--- src/logic/pif_pkg.sv ---
// constants and offsets for the peripheral interrupt gating block
package pif_pkg;
  // register word offsets on the wishbone bus (byte addresses)
  localparam logic [3:0] PIF_OFS_EN1 = 4'h0;
  localparam logic [3:0] PIF_OFS_EN2 = 4'h4;
  localparam logic [3:0] PIF_OFS_EN3 = 4'h8;
  localparam logic [3:0] PIF_OFS_FLG1 = 4'hc;
  // core control word: global and peripheral gates
  localparam logic [3:0] PIF_OFS_CORE = 4'h0;
  localparam logic [4:0] PIF_OFS_CORE_W = 5'h10;
  localparam logic [4:0] PIF_OFS_ST = 5'h14;
  localparam logic [4:0] PIF_OFS_MSK = 5'h18;
  // bit positions in the core control word
  localparam int PIF_BIT_GLOBAL = 7;
  localparam int PIF_BIT_PERIPH = 6;
  // implemented-bit masks; unimplemented positions read zero
  localparam logic [7:0] PIF_MASK_EN1 = 8'hff;
  localparam logic [7:0] PIF_MASK_EN2 = 8'hef;
  localparam logic [7:0] PIF_MASK_EN3 = 8'h7f;
  localparam logic [7:0] PIF_MASK_CORE = 8'hc0;
  // flag bits software may write; serial rx/tx are read-only
  localparam logic [7:0] PIF_WMASK_FLG1 = 8'hcf;
  // values after every reset
  localparam logic [7:0] PIF_RST_BYTE = 8'h00;
  localparam logic [1:0] PIF_RST_EVT = 2'h0;
  // vector loaded by the core on taking an interrupt
  localparam logic [15:0] PIF_VECTOR = 16'h0004;
  // sticky event bits: 0 request rose, 1 interrupt taken
  localparam int PIF_EVT_N = 2;
endpackage

--- src/logic/pif_top.sv ---
// peripheral interrupt enable and request flag block, wishbone slave
//
// Implementation choices: the register addresses and the Wishbone register port.
`timescale 1ns/100ps
module pif_top (
  // clock and reset
  input wire logic clk_i,
  input wire logic rst_i,
  // wishbone classic slave
  input wire logic cyc_i,
  input wire logic stb_i,
  input wire logic we_i,
  input wire logic [4:0] adr_i,
  input wire logic [3:0] sel_i,
  input wire logic [31:0] dat_i,
  output logic [31:0] dat_o,
  output logic ack_o,
  // peripheral event pulses, flag 1 layout
  input wire logic [7:0] evt1_i,
  // sources for flag registers 2 and 3, kept outside this block
  input wire logic [7:0] flags2_i,
  input wire logic [7:0] flags3_i,
  // toward the core
  output logic periph_req_o,
  output logic irq_take_o,
  output logic [15:0] vector_o,
  output logic global_gate_o,
  // block interrupt
  output logic irq_o
);
  import pif_pkg::*;

  // enable registers
  logic [7:0] periph_irq_enable_1;
  logic [7:0] periph_irq_enable_2;
  logic [7:0] periph_irq_enable_3;
  // flag register 1
  logic [7:0] periph_irq_flags_1;
  // core control: global and peripheral gate bits
  logic global_irq_gate;
  logic peripheral_irq_gate;
  // sticky event status and mask
  logic [PIF_EVT_N-1:0] evt_status;
  logic [PIF_EVT_N-1:0] evt_mask;
  // bus decode helpers
  logic req;
  logic wr;
  logic wr_b0;
  logic sel_en1;
  logic sel_en2;
  logic sel_en3;
  logic sel_flg1;
  logic sel_core;
  logic sel_st;
  logic sel_msk;
  logic [7:0] next_rdata;
  logic req_d;
  logic [PIF_EVT_N-1:0] evt_set;

  // a new request is taken only when ack is low, single-cycle answer
  assign req = cyc_i & stb_i & ~ack_o;
  assign wr = req & we_i;
  // all registers fit in eight bits, carried on lane 0
  assign wr_b0 = wr & sel_i[0];
  assign sel_en1 = (adr_i == {1'b0, PIF_OFS_EN1});
  assign sel_en2 = (adr_i == {1'b0, PIF_OFS_EN2});
  assign sel_en3 = (adr_i == {1'b0, PIF_OFS_EN3});
  assign sel_flg1 = (adr_i == {1'b0, PIF_OFS_FLG1});
  assign sel_core = (adr_i == PIF_OFS_CORE_W);
  assign sel_st = (adr_i == PIF_OFS_ST);
  assign sel_msk = (adr_i == PIF_OFS_MSK);

  // ack one cycle after the strobe, dropped the cycle after
  always_ff @(posedge clk_i) begin
    if (rst_i) begin
      ack_o <= 1'b0;
    end else begin
      ack_o <= req;
    end
  end

  // enable register writes
  // full enable 1 byte
  always_ff @(posedge clk_i) begin
    if (rst_i) begin
      periph_irq_enable_1 <= PIF_RST_BYTE;
      periph_irq_enable_2 <= PIF_RST_BYTE;
      periph_irq_enable_3 <= PIF_RST_BYTE;
    end else if (wr_b0) begin
      if (sel_en1) begin
        periph_irq_enable_1 <= dat_i[7:0] & PIF_MASK_EN1;
      end
      if (sel_en2) begin
        periph_irq_enable_2 <= dat_i[7:0] & PIF_MASK_EN2;
      end
      if (sel_en3) begin
        periph_irq_enable_3 <= dat_i[7:0] & PIF_MASK_EN3;
      end
    end
  end

  // flag register 1: hardware set, masked software write
  // same layout as enable 1
  pif_flags u_flags (
    .clk_i(clk_i),
    .rst_i(rst_i),
    .set_i(evt1_i),
    .wr_i(wr_b0 & sel_flg1),
    .wdata_i(dat_i[7:0]),
    .wmask_i(PIF_WMASK_FLG1),
    .flags_o(periph_irq_flags_1)
  );

  // or of flag and enable across all three groups
  // groups 2 and 3 take their flags from outside this block
  assign periph_req_o = |(periph_irq_flags_1 & periph_irq_enable_1)
                      | |(flags2_i & periph_irq_enable_2)
                      | |(flags3_i & periph_irq_enable_3);

  // core control word; taking an interrupt drops the global gate
  // hardware clear on take beats a software write
  always_ff @(posedge clk_i) begin
    if (rst_i) begin
      global_irq_gate <= 1'b0;
      peripheral_irq_gate <= 1'b0;
    end else begin
      if (irq_take_o) begin
        global_irq_gate <= 1'b0;
      end else if (wr_b0 && sel_core) begin
        global_irq_gate <= dat_i[PIF_BIT_GLOBAL];
      end
      if (wr_b0 && sel_core) begin
        peripheral_irq_gate <= dat_i[PIF_BIT_PERIPH];
      end
    end
  end
  assign global_gate_o = global_irq_gate;

  // global gate blocks the take and the vector load when clear; periph_req_o and irq_o are not gated
  pif_core_gate u_gate (
    .clk_i(clk_i),
    .rst_i(rst_i),
    .periph_req_i(periph_req_o),
    .global_gate_i(global_irq_gate),
    .periph_gate_i(peripheral_irq_gate),
    .irq_take_o(irq_take_o),
    .vector_o(vector_o)
  );

  // event sources: rising request and a taken interrupt
  always_ff @(posedge clk_i) begin
    if (rst_i) begin
      req_d <= 1'b0;
    end else begin
      req_d <= periph_req_o;
    end
  end
  assign evt_set = {irq_take_o, periph_req_o & ~req_d};

  // sticky status, write one to clear; a set in the same cycle wins
  always_ff @(posedge clk_i) begin
    if (rst_i) begin
      evt_status <= PIF_RST_EVT;
    end else begin
      for (int i = 0; i < PIF_EVT_N; i++) begin
        if (evt_set[i]) begin
          evt_status[i] <= 1'b1;
        end else if (wr_b0 && sel_st && dat_i[i]) begin
          evt_status[i] <= 1'b0;
        end
      end
    end
  end

  // mask register, same layout as status
  always_ff @(posedge clk_i) begin
    if (rst_i) begin
      evt_mask <= PIF_RST_EVT;
    end else if (wr_b0 && sel_msk) begin
      evt_mask <= dat_i[PIF_EVT_N-1:0];
    end
  end

  // level interrupt while any unmasked status bit is set
  assign irq_o = |(evt_status & evt_mask);

  // read mux; unmapped addresses read zero and still ack
  // flag bits read one while pending
  always_comb begin
    next_rdata = 8'h00;
    if (sel_en1) begin
      next_rdata = periph_irq_enable_1;
    end else if (sel_en2) begin
      next_rdata = periph_irq_enable_2;
    end else if (sel_en3) begin
      next_rdata = periph_irq_enable_3;
    end else if (sel_flg1) begin
      next_rdata = periph_irq_flags_1;
    end else if (sel_core) begin
      next_rdata = {global_irq_gate, peripheral_irq_gate, 6'h00};
    end else if (sel_st) begin
      next_rdata = {6'h00, evt_status};
    end else if (sel_msk) begin
      next_rdata = {6'h00, evt_mask};
    end
  end

  // read data registered alongside ack
  always_ff @(posedge clk_i) begin
    if (rst_i) begin
      dat_o <= 32'h00000000;
    end else if (req && !we_i) begin
      dat_o <= {24'h000000, next_rdata};
    end
  end
endmodule

--- src/logic/pif_flags.sv ---
// request flag register: hardware set beats software clear
`timescale 1ns/100ps
module pif_flags (
  // clock and reset
  input wire logic clk_i,
  input wire logic rst_i,
  // hardware event pulses
  input wire logic [7:0] set_i,
  // software write
  input wire logic wr_i,
  input wire logic [7:0] wdata_i,
  input wire logic [7:0] wmask_i,
  // stored flags
  output logic [7:0] flags_o
);
  import pif_pkg::*;

  // one flop per flag, same shape for every source
  genvar g;
  generate
    for (g = 0; g < 8; g++) begin : g_flag
      // private flop per bit, so no process shares a written variable
      logic flag;
      // set wins over a write of zero in the same cycle
      always_ff @(posedge clk_i) begin
        if (rst_i) begin
          flag <= 1'b0;
        end else if (set_i[g]) begin
          flag <= 1'b1;
        end else if (wr_i && wmask_i[g]) begin
          flag <= wdata_i[g];
        end
      end
      // bit of the output vector straight from its flop
      assign flags_o[g] = flag;
    end
  endgenerate
endmodule

--- src/logic/pif_core_gate.sv ---
// core-side gating: global and peripheral gates, vector on take
`timescale 1ns/100ps
module pif_core_gate (
  // clock and reset
  input wire logic clk_i,
  input wire logic rst_i,
  // gate control
  input wire logic periph_req_i,
  input wire logic global_gate_i,
  input wire logic periph_gate_i,
  // outputs toward the core
  output logic irq_take_o,
  output logic [15:0] vector_o
);
  import pif_pkg::*;

  // take is combinational, the vector is held in a flop
  assign irq_take_o = periph_req_i & periph_gate_i & global_gate_i;

  // latch the vector address when an interrupt is taken
  always_ff @(posedge clk_i) begin
    if (rst_i) begin
      vector_o <= 16'h0000;
    end else if (irq_take_o) begin
      vector_o <= PIF_VECTOR;
    end
  end
endmodule

--- config.mk ---
export PLATFORM = sky130hd
export DESIGN_NAME = pif_top
export DESIGN_NICKNAME = d
export VERILOG_FILES = /design/src/logic/pif_pkg.sv /design/src/logic/pif_top.sv /design/src/logic/pif_flags.sv /design/src/logic/pif_core_gate.sv
export SDC_FILE = /design/constraint.sdc
export NUM_CORES = 1
export LEC_CHECK = 0
export BUFFER_PORTS_ARGS = -buffer_cell sky130_fd_sc_hd__buf_2
export CORE_MARGIN = 2
export CORE_UTILIZATION = 30
export DETAILED_ROUTE_END_ITERATION = 10
export PLACE_DENSITY = 0.56
export RECOVER_POWER = 25
export SYNTH_ARGS = -nofsm -noshare
export SYNTH_HDL_FRONTEND = slang
export SYNTH_SLANG_ARGS = --single-unit
--- constraint.sdc ---
create_clock -name clk_i -period 2.2 [get_ports clk_i]
set_input_delay 0.33 -clock clk_i [delete_from_list [all_inputs] [get_ports clk_i]]
set_output_delay 0.33 -clock clk_i [all_outputs]
set_load 0.05 [all_outputs]
==> flow_results.xml <==
<?xml version="1.0" encoding="UTF-8"?>
<metrics>
  <group name="status">
    <metric name="status" unit="">complete, no violations</metric>
  </group>
  <group name="pwr">
    <metric name="p_total" unit="mW">1.94</metric>
    <metric name="max-vdd-ir-drop" unit="V">0.000263</metric>
    <metric name="power.static_leakage" unit="nW">1.13</metric>
    <metric name="p_int" unit="mW">1.38</metric>
    <metric name="power_density" unit="nW/µm²">670</metric>
    <metric name="switching_power" unit="mW">0.558</metric>
    <metric name="switching_share" unit="%">28.8</metric>
    <metric name="power.clock.fraction" unit="%">39.0</metric>
    <metric name="power.combinational.fraction" unit="%">15.6</metric>
    <metric name="pwr-share-seq" unit="%">45.4</metric>
  </group>
  <group name="die">
    <metric name="die_ht" unit="µm">94.4</metric>
    <metric name="initial_utilization" unit="%">31.4</metric>
    <metric name="fp.coreArea" unit="µm²">7810</metric>
    <metric name="boundary_pins" unit="">123</metric>
    <metric name="fp.dieW" unit="µm">94.4</metric>
    <metric name="core.rowCount" unit="">32</metric>
    <metric name="die_area" unit="µm²">8910</metric>
  </group>
  <group name="sta">
    <metric name="fin_crit" unit="ns">2.11</metric>
    <metric name="max_freq" unit="MHz">474</metric>
    <metric name="finalSetupTns" unit="ns">0</metric>
    <metric name="hold_viol" unit="">0</metric>
    <metric name="tightestPinTransition" unit="ns">1.03</metric>
    <metric name="final-max-slew-violation-count" unit="">0</metric>
    <metric name="rsz0062_at_grt" unit="">false</metric>
    <metric name="clock_skew" unit="ns">0.00799</metric>
    <metric name="final.period_utilization" unit="%">95.9</metric>
    <metric name="setup_viol" unit="">0</metric>
    <metric name="worst_slack" unit="ns">0.0892</metric>
    <metric name="max_slew_margin" unit="%">31.0</metric>
  </group>
  <group name="critical_path">
    <metric name="timing.critical_path.max_delay_family" unit="">simple AND/OR/NAND/NOR gates</metric>
    <metric name="cpMaxStageDelayCell" unit="">sky130_fd_sc_hd__dfxtp_2</metric>
    <metric name="category_of_the_most_critical_setup_path" unit="">reg -&gt; out</metric>
    <metric name="rrSetupSlack" unit="ns">0.40</metric>
    <metric name="rr_endpoint" unit="">u_flags.g_flag[2].flag</metric>
    <metric name="critical_path.endpoint_type" unit="">output pin</metric>
    <metric name="timing.critical_path.cells" unit="">a22o_1 &gt; a221oi_2 &gt; and4_4 &gt; nand2_1 &gt; and3_1 &gt; buf_6</metric>
    <metric name="start_kind" unit="">flop</metric>
    <metric name="critical_path_buffers_and_inverters" unit="">1</metric>
    <metric name="critical_path.reg2reg.startpoint" unit="">ack_o</metric>
    <metric name="timing.critical_path.fanout_max" unit="">3</metric>
    <metric name="max_stage_delay" unit="ns">0.34</metric>
    <metric name="worst_path_required_time" unit="ns">1.87</metric>
    <metric name="worst_r2r_path_depth" unit="">5</metric>
    <metric name="cp_data_arrival_time" unit="ns">1.78</metric>
  </group>
  <group name="global_routing">
    <metric name="wire_length_of_the_first_global_routing_pass" unit="µm">9660</metric>
    <metric name="track_usage" unit="%">14.2</metric>
    <metric name="first_global_vias" unit="">1941</metric>
    <metric name="grt_max_degree" unit="">26</metric>
    <metric name="grt_overflow" unit="">0</metric>
    <metric name="antenna_found_initial" unit="">0</metric>
  </group>
  <group name="finish">
    <metric name="layout_common_cells" unit="">sky130_fd_sc_hd__dfxtp_1, sky130_fd_sc_hd__nor2_1, sky130_fd_sc_hd__buf_2</metric>
    <metric name="final_nets" unit="">400</metric>
    <metric name="area_delta_synth_final" unit="%">17.9</metric>
    <metric name="number_of_antenna_repair_diodes" unit="">0</metric>
    <metric name="most_frequent_standard_cell_in_the_layout_excluding_fill_and_tap_cells" unit="">sky130_fd_sc_hd__dfxtp_1</metric>
    <metric name="final_layout_size_suffix_gt1_share" unit="%">23.9</metric>
  </group>
  <group name="hold_path">
    <metric name="holdPathStages" unit="">3</metric>
    <metric name="worstHoldStart" unit="">evt1_i[4]</metric>
    <metric name="timing.hold.worst_endpoint" unit="">u_flags.g_flag[4].flag</metric>
    <metric name="min_path_type" unit="">in -&gt; reg</metric>
  </group>
  <group name="synthesis">
    <metric name="synth-async-reset-ratio" unit="%">0</metric>
    <metric name="yosys_warnings" unit="">0</metric>
    <metric name="ys_dominant_reg_cell" unit="">sky130_fd_sc_hd__dfxtp_1</metric>
    <metric name="seq_area_frac_synth" unit="%">38.4</metric>
    <metric name="post_synth.cell_area_avg" unit="µm²">8.98</metric>
    <metric name="synth-seq-cells" unit="">47</metric>
    <metric name="post_synthesis_instance_total" unit="">273</metric>
    <metric name="synth_area_leader_cell" unit="">sky130_fd_sc_hd__dfxtp_1</metric>
    <metric name="yosys_cell_types" unit="">39</metric>
    <metric name="number_of_synthesized_flops_with_an_enable_pin" unit="">0</metric>
    <metric name="ys_top_cells_by_area" unit="">sky130_fd_sc_hd__dfxtp_1, sky130_fd_sc_hd__buf_4, sky130_fd_sc_hd__mux2i_1</metric>
    <metric name="netlist_area" unit="µm²">2450</metric>
    <metric name="netlist.area_leader.share" unit="%">38.4</metric>
  </group>
  <group name="placement">
    <metric name="gpl.final_weighted_congestion" unit="">0.847</metric>
    <metric name="detailed_place_hpwl" unit="µm">4840</metric>
    <metric name="post_place_worst_slack" unit="ns">0.0689</metric>
    <metric name="port_buffers" unit="">54</metric>
  </group>
  <group name="cts">
    <metric name="root_buffer" unit="">sky130_fd_sc_hd__clkbuf_8</metric>
    <metric name="cts_buffer_depth" unit="">2</metric>
    <metric name="cts_num_sinks" unit="">47</metric>
    <metric name="clk_latency" unit="ns">0.31</metric>
    <metric name="tritoncts" unit="">yes</metric>
    <metric name="clkSlewWorstSetupHoldPaths" unit="ns">0.09</metric>
    <metric name="cts-hold-fix-buffers" unit="">0</metric>
    <metric name="ctsHtreeMaxLevel" unit="">2</metric>
    <metric name="cts_inserted_buffers" unit="">5</metric>
  </group>
  <group name="routing">
    <metric name="detail_route.iter0.violations" unit="">88</metric>
    <metric name="vias" unit="">2070</metric>
    <metric name="wl_per_cell" unit="µm">14.4</metric>
    <metric name="drt_pre_antenna_iters" unit="">4</metric>
    <metric name="aggregate_routed_wire_length" unit="µm">6230</metric>
    <metric name="residual_drc" unit="">0</metric>
    <metric name="drt.antenna.violating_nets" unit="">0</metric>
    <metric name="vias_per_cell" unit="">4.78</metric>
  </group>
  <group name="run">
    <metric name="maxCapViolations" unit="">0</metric>
  </group>
</metrics>
-- power groups by stage --
| stage | Combinational, mW | Clock (mW) | Sequential (mW) |
|---|---|---|---|
| floorplan | 0.270 | 0 | 0.909 |
| global placement | 0.300 | 0 | 0.898 |
| detailed placement | 0.301 | 0 | 0.899 |
| CTS | 0.302 | 0.777 | 0.879 |
| global route | 0.322 | 0.803 | 0.883 |
| finish | 0.302 | 0.755 | 0.880 |
-- per-layer routing --
metal	routed length [µm]	track usage, %	vias up
met4	68	4.35	0
met3	386	3.99	6
met2	2840	23.5	76
met5	0	0	-
li1	-	-	1013
met1	2930	17.9	975
-- synth_stat cells (2+ instances only) --
library cell                count
sky130_fd_sc_hd__a32oi_1        2
sky130_fd_sc_hd__buf_4         39
sky130_fd_sc_hd__o31ai_1        3
sky130_fd_sc_hd__or3_1          3
sky130_fd_sc_hd__inv_1          3
sky130_fd_sc_hd__a221oi_1       4
sky130_fd_sc_hd__o22ai_1        3
sky130_fd_sc_hd__nor2_2         2
sky130_fd_sc_hd__nand2_1        5
sky130_fd_sc_hd__nor2_1        42
sky130_fd_sc_hd__nand3b_1       5
sky130_fd_sc_hd__a22oi_1        7
sky130_fd_sc_hd__nor3_1        19
sky130_fd_sc_hd__mux4_2         3
sky130_fd_sc_hd__a2bb2oi_1      2
sky130_fd_sc_hd__a21oi_1        9
sky130_fd_sc_hd__a22o_1         7
sky130_fd_sc_hd__clkbuf_1      10
sky130_fd_sc_hd__o21ai_0        6
sky130_fd_sc_hd__mux2i_1       29
sky130_fd_sc_hd__buf_2          2
sky130_fd_sc_hd__and3_1         3
sky130_fd_sc_hd__dfxtp_1       47
sky130_fd_sc_hd__nand2b_1       3
-- registers in the layout, summed over array words and instances, names as in the netlist --
name	cells
periph_irq_enable_2	7
evt_mask	2
periph_irq_enable_3	7
peripheral_irq_gate	1
req_d	1
u_gate.vector_o	1
u_flags.g_flag.flag	8
global_gate_o	1
dat_o	8
evt_status	2
ack_o	1
periph_irq_enable_1	8
-- repair_timing --
action                                  CTS  global route
buffers inserted                          0             1
pin swaps                                 1             3
gates resized for setup                   4             8
endpoints found under the setup margin    2             2
-- kinds of logic (layout without fill, tap and decap cells) --
kind of cell,count (synthesis),in the layout,synth area share (%)
simple gates,90,90,18.2
buf+inv,55,75,14.5
flops,47,47,38.4
compound gates,47,47,13.7
mux,33,33,15.1
other cells,1,39,0.153
-- metrics by stage --
step	cell area [µm²]	util [%]	cells	hold slack, ns
6_report	2890	37.0	433	0.224
5_1_grt	2890	37.0	433	0.237
4_1_cts	2880	36.8	432	0.221
3_5_place_dp	2730	35.0	424	0.474
3_3_place_gp	2730	35.0	424	0.463
2_1_floorplan	2590	-	311	0.446
-- worst register-to-register path: cells and delay by family, from the launching register on --
family | cells | cell delay, ns
flip-flops | 1 | 0.32
AND/OR/NAND/NOR | 5 | 1.32
-- area by class of cell --
class	instances	area [µm²]
repair buffers	64	350
inverters	3	11.3
clock buffers	5	68.8
multi-input cells	209	1320
flip-flops and latches	47	945
well taps	102	128
clock inverters	3	67.6
fillers	843	4920
-- how the worst max path moves through the flow --
stage	start	to	slack [ns]	cells after the start
after floorplan	periph_irq_enable_1[2]	irq_take_o	0.09	5
after global routing	u_flags.g_flag[4].flag	irq_take_o	0.009	6
after global placement	adr_i[4]	u_flags.g_flag[2].flag	0.09	6
after CTS	u_flags.g_flag[6].flag	irq_take_o	0.01	6
after detailed placement	adr_i[4]	u_flags.g_flag[2].flag	0.07	6
final	u_flags.g_flag[4].flag	irq_take_o	0.09	6
Note: power is estimated with default switching activity, not from simulation.
